===== config.mk =====
export PLATFORM = sky130hd
export DESIGN_NAME = transceiver_interrupt_logic
export DESIGN_NICKNAME = d
export VERILOG_FILES = /design/src/logic/irq_pkg.sv /design/src/logic/transceiver_interrupt_logic.sv
export SDC_FILE = /design/constraint.sdc
export NUM_CORES = 1
export LEC_CHECK = 0
export BUFFER_PORTS_ARGS = -buffer_cell sky130_fd_sc_hd__buf_2
export CAP_MARGIN = 20
export CORE_ASPECT_RATIO = 0.8
export CORE_UTILIZATION = 45
export DETAILED_ROUTE_END_ITERATION = 12
export PLACE_DENSITY = 0.7
export REMOVE_ABC_BUFFERS = 1
export SETUP_SLACK_MARGIN = 0.3
export SLEW_MARGIN = 20
export SYNTH_ARGS = -nofsm -noshare
export SYNTH_HDL_FRONTEND = slang
export SYNTH_SLANG_ARGS = --single-unit

===== constraint.sdc =====
create_clock -name clock_in -period 3.8 [get_ports clock_in]
set_clock_uncertainty 0.15 [all_clocks]
set_input_delay 0.38 -clock clock_in [delete_from_list [all_inputs] [get_ports clock_in]]
set_output_delay 0.38 -clock clock_in [all_outputs]
set_load 0.01 [all_outputs]

===== src/logic/irq_pkg.sv =====
/*
 holds register offsets, field positions, reset values and mode codes
 for the transceiver interrupt collection logic.
 assumes an apb slave with 32-bit data and byte offsets = 4 x index.
*/
// Notes on behaviour
// - status bit reads 1 if its source fired since the last read
// - reading status clears it, except level-mode sources still present
// - masked status bits always read zero
// - status and mask registers reset to zero
// - transmitter slip sets on each dropped or repeated sample
// - block-start arrival sets transmitter slip when that pin is an input
// - output port slip sets in slave mode on dropped or repeated sample
// - channel-status d-to-e completion sets its bit
// - channel-status e-to-f completion sets its bit
// - receiver error sets its bit; cause is in the receiver error register
// - user d-to-e completion sets its bit in block mode only
// - user e-to-f completion sets its bit in block mode only
// - mask 1 passes source to status and pin; 0 blocks both
// - mode code upper bit from high register, lower from low register
// - code 00 rising, 01 falling, 10 level, 11 reserved
// - rising mode: pin asserts when condition appears
// - falling mode: pin asserts when condition goes away
// - level mode: pin active while condition persists
// - pin polarity set only by the output type field
// - mode registers reset to zero, every source rising-edge
// - output type 10 is open-drain active low; 11 reserved
// - only unmasked receiver errors raise the receiver error source
package irq_pkg;
   // register indices, byte address is four times the index
   localparam logic [7:0] IDX_CONTROL     = 8'h01;
   localparam logic [7:0] IDX_STATUS_ONE  = 8'h07;
   localparam logic [7:0] IDX_STATUS_TWO  = 8'h08;
   localparam logic [7:0] IDX_MASK_ONE    = 8'h09;
   localparam logic [7:0] IDX_MODE_ONE_HI = 8'h0a;
   localparam logic [7:0] IDX_MODE_ONE_LO = 8'h0b;
   localparam logic [7:0] IDX_MASK_TWO    = 8'h0c;
   localparam logic [7:0] IDX_MODE_TWO_HI = 8'h0d;
   localparam logic [7:0] IDX_MODE_TWO_LO = 8'h0e;
   localparam logic [7:0] IDX_RX_ERR_MASK = 8'h11;
   localparam logic [7:0] IDX_USER_CTRL   = 8'h13;
   localparam logic [7:0] IDX_TXBLK_DIR   = 8'h20;
   // implemented bits per register and the zero reset value
   localparam logic [7:0] USED_ONE        = 8'hc7;
   localparam logic [7:0] USED_TWO        = 8'h0e;
   localparam logic [7:0] USED_RX_ERR     = 8'h7f;
   localparam logic [7:0] RESET_ZERO      = 8'h00;
   // field positions
   localparam int BIT_TX_SLIP  = 7;
   localparam int BIT_OUT_SLIP = 6;
   localparam int BIT_CS_DE    = 2;
   localparam int BIT_CS_EF    = 1;
   localparam int BIT_RX_ERR   = 0;
   localparam int BIT_UD_DE    = 3;
   localparam int BIT_UD_EF    = 2;
   localparam int BIT_SUBCODE  = 1;
   localparam int INT_TYPE_LSB = 1;
   localparam int UBM_LSB      = 2;
   // interrupt output type codes and the user bit manager block mode code
   localparam logic [1:0] INT_ACTIVE_HIGH = 2'h0;
   localparam logic [1:0] INT_ACTIVE_LOW  = 2'h1;
   localparam logic [1:0] INT_OPEN_DRAIN  = 2'h2;
   localparam logic [1:0] UBM_BLOCK       = 2'h1;
   // per-source trigger modes
   typedef enum logic [1:0] {
      MODE_RISE  = 2'h0,
      MODE_FALL  = 2'h1,
      MODE_LEVEL = 2'h2,
      MODE_RSVD  = 2'h3
   } irq_mode_t;
   localparam int SUBCODE_FRAMES = 588;
endpackage


===== src/logic/transceiver_interrupt_logic.sv =====
/*
 interrupt status, mask and mode registers with apb access and the pin.
 assumes source inputs are synchronous one-bit condition levels.
*/
`timescale 1ns/1ps
`default_nettype none
module transceiver_interrupt_logic
   import irq_pkg::*;
(
   // clock and reset
   input  wire logic        clock_in,
   input  wire logic        rst_n_in,
   // apb slave
   input  wire logic        psel_in,
   input  wire logic        penable_in,
   input  wire logic        pwrite_in,
   input  wire logic [11:0] paddr_in,
   input  wire logic [31:0] pwdata_in,
   output var  logic [31:0] prdata_out,
   output var  logic        pready_out,
   output var  logic        pslverr_out,
   // source conditions
   input  wire logic        tx_slip_in,
   input  wire logic        tx_block_start_pin_in,
   input  wire logic        out_slip_in,
   input  wire logic        out_port_slave_in,
   input  wire logic        cs_d_to_e_in,
   input  wire logic        cs_e_to_f_in,
   input  wire logic [6:0]  rx_error_in,
   input  wire logic        ud_d_to_e_in,
   input  wire logic        ud_e_to_f_in,
   input  wire logic        subcode_block_in,
   // interrupt pin
   output var  logic        int_pin_out,
   output var  logic        int_pin_oe_n_out
);
   // stored status, one register per group
   logic [7:0] status_one_q;
   logic [7:0] status_two_q;

   // source masks; 1 lets a source through
   logic [7:0] mask_one_q;
   logic [7:0] mask_two_q;

   // mode code halves per source
   logic [7:0] mode_one_hi_q;
   logic [7:0] mode_one_lo_q;
   logic [7:0] mode_two_hi_q;
   logic [7:0] mode_two_lo_q;

   // settings the sources and the pin depend on
   logic [7:0] rx_err_mask_q;
   logic [1:0] int_type_q;
   logic [1:0] ubm_q;
   logic       txblk_out_q;

   // source conditions now and one cycle ago
   logic [7:0] src_one;
   logic [7:0] src_two;
   logic [7:0] src_one_q;
   logic [7:0] src_two_q;

   // masked triggers and live level sources
   logic [7:0] trig_one;
   logic [7:0] trig_two;
   logic [7:0] lvl_one;
   logic [7:0] lvl_two;

   // bus decode and read-clear masks
   logic [7:0] rd_data;
   logic       access;
   logic       wr;
   logic       rd;
   logic [7:0] idx;
   logic [7:0] seen_one;
   logic [7:0] seen_two;

   // any pending event
   logic       pend;

   // per-bit trigger for one register given modes and previous source
   // a reserved code stays silent, so a stray write cannot hold the pin
   function automatic logic [7:0] trigger(input logic [7:0] hi, input logic [7:0] lo,
                                          input logic [7:0] now, input logic [7:0] was);
      logic [7:0] t;
      t = 8'h00;
      for (int i = 0; i < 8; i++) begin
         case (irq_mode_t'({hi[i], lo[i]}))
            MODE_RISE: begin
               // condition high now, low one cycle ago
               t[i] = now[i] & ~was[i];
            end
            MODE_FALL: begin
               // condition low now, high one cycle ago
               t[i] = ~now[i] & was[i];
            end
            MODE_LEVEL: begin
               // fires every cycle the condition stands
               t[i] = now[i];
            end
            default: begin
               t[i] = 1'b0; // reserved code never triggers
            end
         endcase
      end
      return t;
   endfunction

   // level-mode mask of a register: upper bit set, lower bit clear
   function automatic logic [7:0] level_bits(input logic [7:0] hi, input logic [7:0] lo);
      return hi & ~lo;
   endfunction

   // unmapped index raises pslverr
   function automatic logic mapped(input logic [7:0] i);
      return i == IDX_STATUS_ONE || i == IDX_STATUS_TWO || i == IDX_MASK_ONE ||
             i == IDX_MASK_TWO || i == IDX_MODE_ONE_HI || i == IDX_MODE_ONE_LO ||
             i == IDX_MODE_TWO_HI || i == IDX_MODE_TWO_LO || i == IDX_RX_ERR_MASK ||
             i == IDX_CONTROL || i == IDX_USER_CTRL || i == IDX_TXBLK_DIR;
   endfunction

   // write strobe for one register index
   function automatic logic wr_hit(input logic [7:0] i);
      return wr && (idx == i);
   endfunction

   // apb decode; the answer is registered, so no wait states
   assign access = psel_in & penable_in;
   assign wr     = access & pwrite_in;
   assign rd     = access & ~pwrite_in;
   // upper address bits are not decoded: the map repeats
   assign idx    = paddr_in[9:2];

   // source conditions gathered into register layout
   // unused positions stay zero so they never set a status bit
   always_comb begin
      src_one = 8'h00;
      src_two = 8'h00;
      // block-start arrivals count only while that pin is an input
      src_one[BIT_TX_SLIP]  = tx_slip_in | (~txblk_out_q & tx_block_start_pin_in);
      // output port slips only matter while the port is a slave
      src_one[BIT_OUT_SLIP] = out_port_slave_in & out_slip_in;
      src_one[BIT_CS_DE]    = cs_d_to_e_in;
      src_one[BIT_CS_EF]    = cs_e_to_f_in;
      // receiver errors count only where their own mask allows
      src_one[BIT_RX_ERR]   = |(rx_error_in & rx_err_mask_q[6:0]);
      // user buffer transfers only exist in block mode
      src_two[BIT_UD_DE]    = (ubm_q == UBM_BLOCK) & ud_d_to_e_in;
      src_two[BIT_UD_EF]    = (ubm_q == UBM_BLOCK) & ud_e_to_f_in;
      src_two[BIT_SUBCODE]  = subcode_block_in; // host must drain it in time
   end

   // a blocked source reaches neither status nor pin
   assign trig_one = trigger(mode_one_hi_q, mode_one_lo_q, src_one, src_one_q) & mask_one_q;
   assign trig_two = trigger(mode_two_hi_q, mode_two_lo_q, src_two, src_two_q) & mask_two_q;
   // level sources still present survive a read
   assign lvl_one  = level_bits(mode_one_hi_q, mode_one_lo_q) & src_one & mask_one_q;
   assign lvl_two  = level_bits(mode_two_hi_q, mode_two_lo_q) & src_two & mask_two_q;

   // previous first-group sources for edge detection
   // reset to the idle level zero, so no false edge follows reset
   always_ff @(posedge clock_in or negedge rst_n_in) begin
      if (!rst_n_in) begin
         src_one_q <= RESET_ZERO;
      end else begin
         src_one_q <= src_one;
      end
   end

   // previous second-group sources for edge detection
   always_ff @(posedge clock_in or negedge rst_n_in) begin
      if (!rst_n_in) begin
         src_two_q <= RESET_ZERO;
      end else begin
         src_two_q <= src_two;
      end
   end

   // bits the host was shown in this read; only those are cleared,
   // so an event landing between setup and access is not lost
   assign seen_one = (rd && idx == IDX_STATUS_ONE) ? prdata_out[7:0] : RESET_ZERO;
   assign seen_two = (rd && idx == IDX_STATUS_TWO) ? prdata_out[7:0] : RESET_ZERO;

   // first status group; a set in the read cycle wins over the clear
   always_ff @(posedge clock_in or negedge rst_n_in) begin
      if (!rst_n_in) begin
         status_one_q <= RESET_ZERO;
      end else begin
         status_one_q <= ((status_one_q & ~seen_one) | trig_one | lvl_one)
                         & mask_one_q & USED_ONE;
      end
   end

   // second status group, same rules
   always_ff @(posedge clock_in or negedge rst_n_in) begin
      if (!rst_n_in) begin
         status_two_q <= RESET_ZERO;
      end else begin
         status_two_q <= ((status_two_q & ~seen_two) | trig_two | lvl_two)
                         & mask_two_q & USED_TWO;
      end
   end

   // first mask; a 1 lets its source reach status and pin
   always_ff @(posedge clock_in or negedge rst_n_in) begin
      if (!rst_n_in) begin
         mask_one_q <= RESET_ZERO;
      end else if (wr_hit(IDX_MASK_ONE)) begin
         mask_one_q <= pwdata_in[7:0] & USED_ONE;
      end
   end

   // second mask
   always_ff @(posedge clock_in or negedge rst_n_in) begin
      if (!rst_n_in) begin
         mask_two_q <= RESET_ZERO;
      end else if (wr_hit(IDX_MASK_TWO)) begin
         mask_two_q <= pwdata_in[7:0] & USED_TWO;
      end
   end

   // first group mode, upper bits
   always_ff @(posedge clock_in or negedge rst_n_in) begin
      if (!rst_n_in) begin
         mode_one_hi_q <= RESET_ZERO;
      end else if (wr_hit(IDX_MODE_ONE_HI)) begin
         mode_one_hi_q <= pwdata_in[7:0] & USED_ONE;
      end
   end

   // first group mode, lower bits
   always_ff @(posedge clock_in or negedge rst_n_in) begin
      if (!rst_n_in) begin
         mode_one_lo_q <= RESET_ZERO;
      end else if (wr_hit(IDX_MODE_ONE_LO)) begin
         mode_one_lo_q <= pwdata_in[7:0] & USED_ONE;
      end
   end

   // second group mode, upper bits
   always_ff @(posedge clock_in or negedge rst_n_in) begin
      if (!rst_n_in) begin
         mode_two_hi_q <= RESET_ZERO;
      end else if (wr_hit(IDX_MODE_TWO_HI)) begin
         mode_two_hi_q <= pwdata_in[7:0] & USED_TWO;
      end
   end

   // second group mode, lower bits
   always_ff @(posedge clock_in or negedge rst_n_in) begin
      if (!rst_n_in) begin
         mode_two_lo_q <= RESET_ZERO;
      end else if (wr_hit(IDX_MODE_TWO_LO)) begin
         mode_two_lo_q <= pwdata_in[7:0] & USED_TWO;
      end
   end

   // receiver error mask; a cleared bit hides that error
   always_ff @(posedge clock_in or negedge rst_n_in) begin
      if (!rst_n_in) begin
         rx_err_mask_q <= RESET_ZERO;
      end else if (wr_hit(IDX_RX_ERR_MASK)) begin
         rx_err_mask_q <= pwdata_in[7:0] & USED_RX_ERR;
      end
   end

   // pin output type; starts driven active high
   always_ff @(posedge clock_in or negedge rst_n_in) begin
      if (!rst_n_in) begin
         int_type_q <= INT_ACTIVE_HIGH;
      end else if (wr_hit(IDX_CONTROL)) begin
         int_type_q <= pwdata_in[INT_TYPE_LSB +: 2];
      end
   end

   // user bit manager mode
   always_ff @(posedge clock_in or negedge rst_n_in) begin
      if (!rst_n_in) begin
         ubm_q <= RESET_ZERO[1:0];
      end else if (wr_hit(IDX_USER_CTRL)) begin
         ubm_q <= pwdata_in[UBM_LSB +: 2];
      end
   end

   // block-start pin direction; starts as an input
   always_ff @(posedge clock_in or negedge rst_n_in) begin
      if (!rst_n_in) begin
         txblk_out_q <= 1'b0;
      end else if (wr_hit(IDX_TXBLK_DIR)) begin
         txblk_out_q <= pwdata_in[0];
      end
   end

   // read multiplexer; unmapped indices read zero
   always_comb begin
      case (idx)
         IDX_STATUS_ONE:  rd_data = status_one_q;
         IDX_STATUS_TWO:  rd_data = status_two_q;
         IDX_MASK_ONE:    rd_data = mask_one_q;
         IDX_MASK_TWO:    rd_data = mask_two_q;
         IDX_MODE_ONE_HI: rd_data = mode_one_hi_q;
         IDX_MODE_ONE_LO: rd_data = mode_one_lo_q;
         IDX_MODE_TWO_HI: rd_data = mode_two_hi_q;
         IDX_MODE_TWO_LO: rd_data = mode_two_lo_q;
         IDX_RX_ERR_MASK: rd_data = rx_err_mask_q;
         IDX_CONTROL:     rd_data = {5'h00, int_type_q, 1'b0};
         IDX_USER_CTRL:   rd_data = {4'h0, ubm_q, 2'h0};
         IDX_TXBLK_DIR:   rd_data = {7'h00, txblk_out_q};
         default:         rd_data = 8'h00;
      endcase
   end

   // pready one cycle after setup, so the access never waits
   always_ff @(posedge clock_in or negedge rst_n_in) begin
      if (!rst_n_in) begin
         pready_out <= 1'b0;
      end else begin
         pready_out <= psel_in & ~penable_in;
      end
   end

   // error answer for an unmapped index, paired with pready
   always_ff @(posedge clock_in or negedge rst_n_in) begin
      if (!rst_n_in) begin
         pslverr_out <= 1'b0;
      end else begin
         pslverr_out <= psel_in & ~penable_in & ~mapped(idx);
      end
   end

   // read data captured at setup; the clear uses this same value
   always_ff @(posedge clock_in or negedge rst_n_in) begin
      if (!rst_n_in) begin
         prdata_out <= 32'h0000_0000;
      end else if (psel_in & ~penable_in & ~pwrite_in) begin
         prdata_out <= {24'h00_0000, rd_data};
      end else begin
         prdata_out <= 32'h0000_0000;
      end
   end

   // pending events drive the pin; polarity only from the type field
   assign pend = |status_one_q | |status_two_q;

   // pin follows status one edge later; a read clear drops it next edge
   always_ff @(posedge clock_in or negedge rst_n_in) begin
      if (!rst_n_in) begin
         int_pin_out      <= 1'b0;
         int_pin_oe_n_out <= 1'b0;
      end else begin
         case (int_type_q)
            INT_ACTIVE_HIGH: begin
               int_pin_out      <= pend;
               int_pin_oe_n_out <= 1'b0;
            end

            INT_ACTIVE_LOW: begin
               int_pin_out      <= ~pend;
               int_pin_oe_n_out <= 1'b0;
            end

            INT_OPEN_DRAIN: begin
               int_pin_out      <= 1'b0;
               int_pin_oe_n_out <= ~pend; // released when idle, pull-up lifts it
            end

            // reserved type lets the line float to its pull-up
            default: begin
               int_pin_out      <= 1'b0; // reserved type: pin released
               int_pin_oe_n_out <= 1'b1;
            end
         endcase
      end
   end
endmodule
`default_nettype wire


==> impl_metrics.csv <==
group,metric,value,unit
run_status,status,"completed",
placed_design,io_buffers,48,
die,ioPinCount,101,
critical_path,worstSetupPathType,"input pin to register",
sta,rsz0062_at_grt,"false",
grt,use_met3,0.0788,
placed_design,gp_congestion,0.923,
grt,grt_pass1_vias,2511,
yosys,synth_seq_cells,64,
sta,tightest_slew,1.15,ns
cells_and_area,finalNetCount,417,
flow_run,maxCapViolCount,0,
yosys,synth.distinct_cells,51,
power,p_leak,1.90,nW
route,viasPerCell,5.75,
grt,grt_pass1_wl,13600,microns
cells_and_area,diodes,0,
critical_path,path_cells,"buf_2, nor4_1, and4b_1, a211oi_1, nor3_1",
placed_design,pre_cts_slack,1.27,ns
grt,grt_overflow,0,
cts,clk_pin_slew_worst_paths,0.07,ns
route,routedWlPerCell,18.7,microns
cts,clock_latency,0.34,ns
cts,cts.path.max_buffers,2,
route,drt_iter0_markers,137,
grt,grt_use_met2,0.350,
sta,fin_crit,2.28,ns
critical_path,end_kind,"register",
yosys,synth_cells,300,
cts,holdBufCountCts,1,
cts,cts_resized,0,
critical_path,crit_fanout,19,
yosys,synth_edf_count,0,
yosys,syn_area,3410,sq um
critical_path,path_buf_inv,1,
grt,antenna_found_initial,0,
sta,worst_slack,1.52,ns
sta,finalCritPeriodShare,0.600,
power,power_density,379,nW/um^2
die,start_util,0.480,
sta,finalSetupTns,0,ns
die,die_x,99.3,microns
route,drt-pass1-iter-count,5,
cells_and_area,area_growth,13.1,%
die,core_area,7090,sq um
sta,finalSetupViolCount,0,
yosys,synth_area_leaders,"dfrtp_1, mux2_2, buf_4",
placed_design,dpl.hpwl,6020,microns
yosys,synth_top_cell_area_share,0.470,
critical_path,start_kind,"input pin",
cts,htreeDepth,3,
grt,top_usage_layer,"met2",
route,dr_total_vias,2552,
cells_and_area,drive_gt1_frac,0.319,
cts,cts_tree,"built",
sta,final-max-slew-violation-count,0,
sta,hold_viol_final,0,
sta,slew_headroom,0.230,
route,drc,0,
critical_path,critPathTopFamily,"compound AO/OA/AOI/OAI gates",
yosys,ys_async_sr_fraction,1.00,
critical_path,reg2reg_slack,2.10,ns
route,ant_nets,0,
critical_path,cp_data_required_time,3.82,ns
power,power,1.46,mW
die,rows,27,
yosys,synth_warnings,0,
grt,grtUsageTotal,0.235,
cts,cts_sinks,64,
cts,cts-root-buf,"clkbuf_8",
grt,met1_usage,0.327,
die,fp.dieArea,7930,sq um
die,die_y,79.8,microns
critical_path,critPathSlowestCell,"a211oi_1",
route,wirelength,8300,microns
cts,cts_setup_buffers,0,
critical_path,cpPeakStageDelay,0.94,ns
placed_design,placed_area,3620,sq um
hold_path,hp-class,"input pin to register",
cells_and_area,fin_util,0.543,
yosys,synth.avg_cell_area,11.4,sq um
cts,numCtsBuffers,9,
cells_and_area,final_area,3850,sq um
power,ir_drop,0.275,mV
critical_path,cp.arrival,2.30,ns
yosys,ys.flop_type,"dfrtp_1",
sta,fmax,0.439,GHz
grt,grt_max_degree,34,
yosys,yosys.area.top_type,"dfrtp_1",
yosys,yosysSeqAreaShare,0.470,
## layout by cell type (no fill, tap or decap), types with 8 or more instances in the layout
cell type,instances
a211oi_1,8
and3_1,8
buf_2,48
clkbuf_8,9
conb_1,24
dfrtp_1,64
inv_1,8
mux2_2,34
nand2_1,13
nor2_1,15
nor2b_1,10
## per-stage QoR
stage	hold slack (ns)	cells
2_1_floorplan	-0.0656	291
3_3_place_gp	0.306	427
3_5_place_dp	0.329	427
4_1_cts	0.00147	444
5_1_grt	0.00389	444
6_report	0.0171	444
## state kept, by name, indices dropped and copies added (netlist names), 2 cells and up
| name | flops |
|---|---|
| src_one_q | 5 |
| ubm_q | 2 |
| prdata_out | 8 |
| mask_two_q | 3 |
| src_two_q | 3 |
| mode_one_lo_q | 5 |
| status_one_q | 5 |
| int_type_q | 2 |
| mode_two_hi_q | 3 |
| mask_one_q | 5 |
| rx_err_mask_q | 7 |
| mode_one_hi_q | 5 |
| mode_two_lo_q | 3 |
| status_two_q | 3 |
## metal layers
layer | share of wire | wire, microns
met5 | 0 | 0
met4 | 0.0092 | 76
met3 | 0.077 | 639
met2 | 0.45 | 3710
met1 | 0.47 | 3870
## Yosys cell counts, drive strengths merged, types with 2 or more instances
cell / number
nor2: 15
a222oi: 2
nor4b: 4
dfrtp: 64
nor2b: 10
a21boi: 8
and3: 8
nand4: 3
or4b: 5
nand3: 5
a22oi: 5
a211oi: 8
nand2b: 4
a21oi: 2
a22o: 4
inv: 8
nor4: 6
o31a: 7
clkbuf: 4
or3: 3
mux2i: 7
or3b: 2
and2: 3
o22ai: 2
nor3: 7
o21ai: 5
mux2: 41
nand3b: 4
a2111oi: 3
buf: 28
nand2: 13
## where the power goes
part	leakage [nW]	switching, mW	total (mW)	internal, mW
clock	0.101	0.277	0.645	0.369
sequential	0.879	0.00621	0.698	0.692
combinational	0.916	0.0775	0.116	0.0386
total	1.90	0.360	1.46	1.10
## final timing paths
kind | from | end | cells after the start
setup reg to reg | status_two_q[1] | prdata_out[1] | 4
max in group asynchronous | rst_n_in | status_two_q[2] | 3
min in group asynchronous | rst_n_in | int_pin_out | 2
hold reg to reg | int_type_q[1] | int_pin_out | 1
hold / removal | cs_d_to_e_in | src_one_q[2] | 1
setup / recovery | paddr_in[2] | prdata_out[7] | 5
## area by class of cell
class                           count  area [sq um]
Clock inverter                      7          96.3
Clock buffer                        9           124
Tap cell                           87           109
Inverter                            8          30.0
Fill cell                         647          3240
Timing Repair Buffer               50           258
Multi-Input combinational cell    219          1640
Sequential cell                    64          1600
## logic make-up after synthesis
family | Yosys count | synth area share
and+or+nand+nor | 97 | 0.178
muxes | 48 | 0.164
other | 1 | 0.00110
AOI/OAI and AO/OA | 50 | 0.112
buffers and inverters | 40 | 0.0756
DFF | 64 | 0.470
No activity file was read; power rests on OpenSTA's default activity.
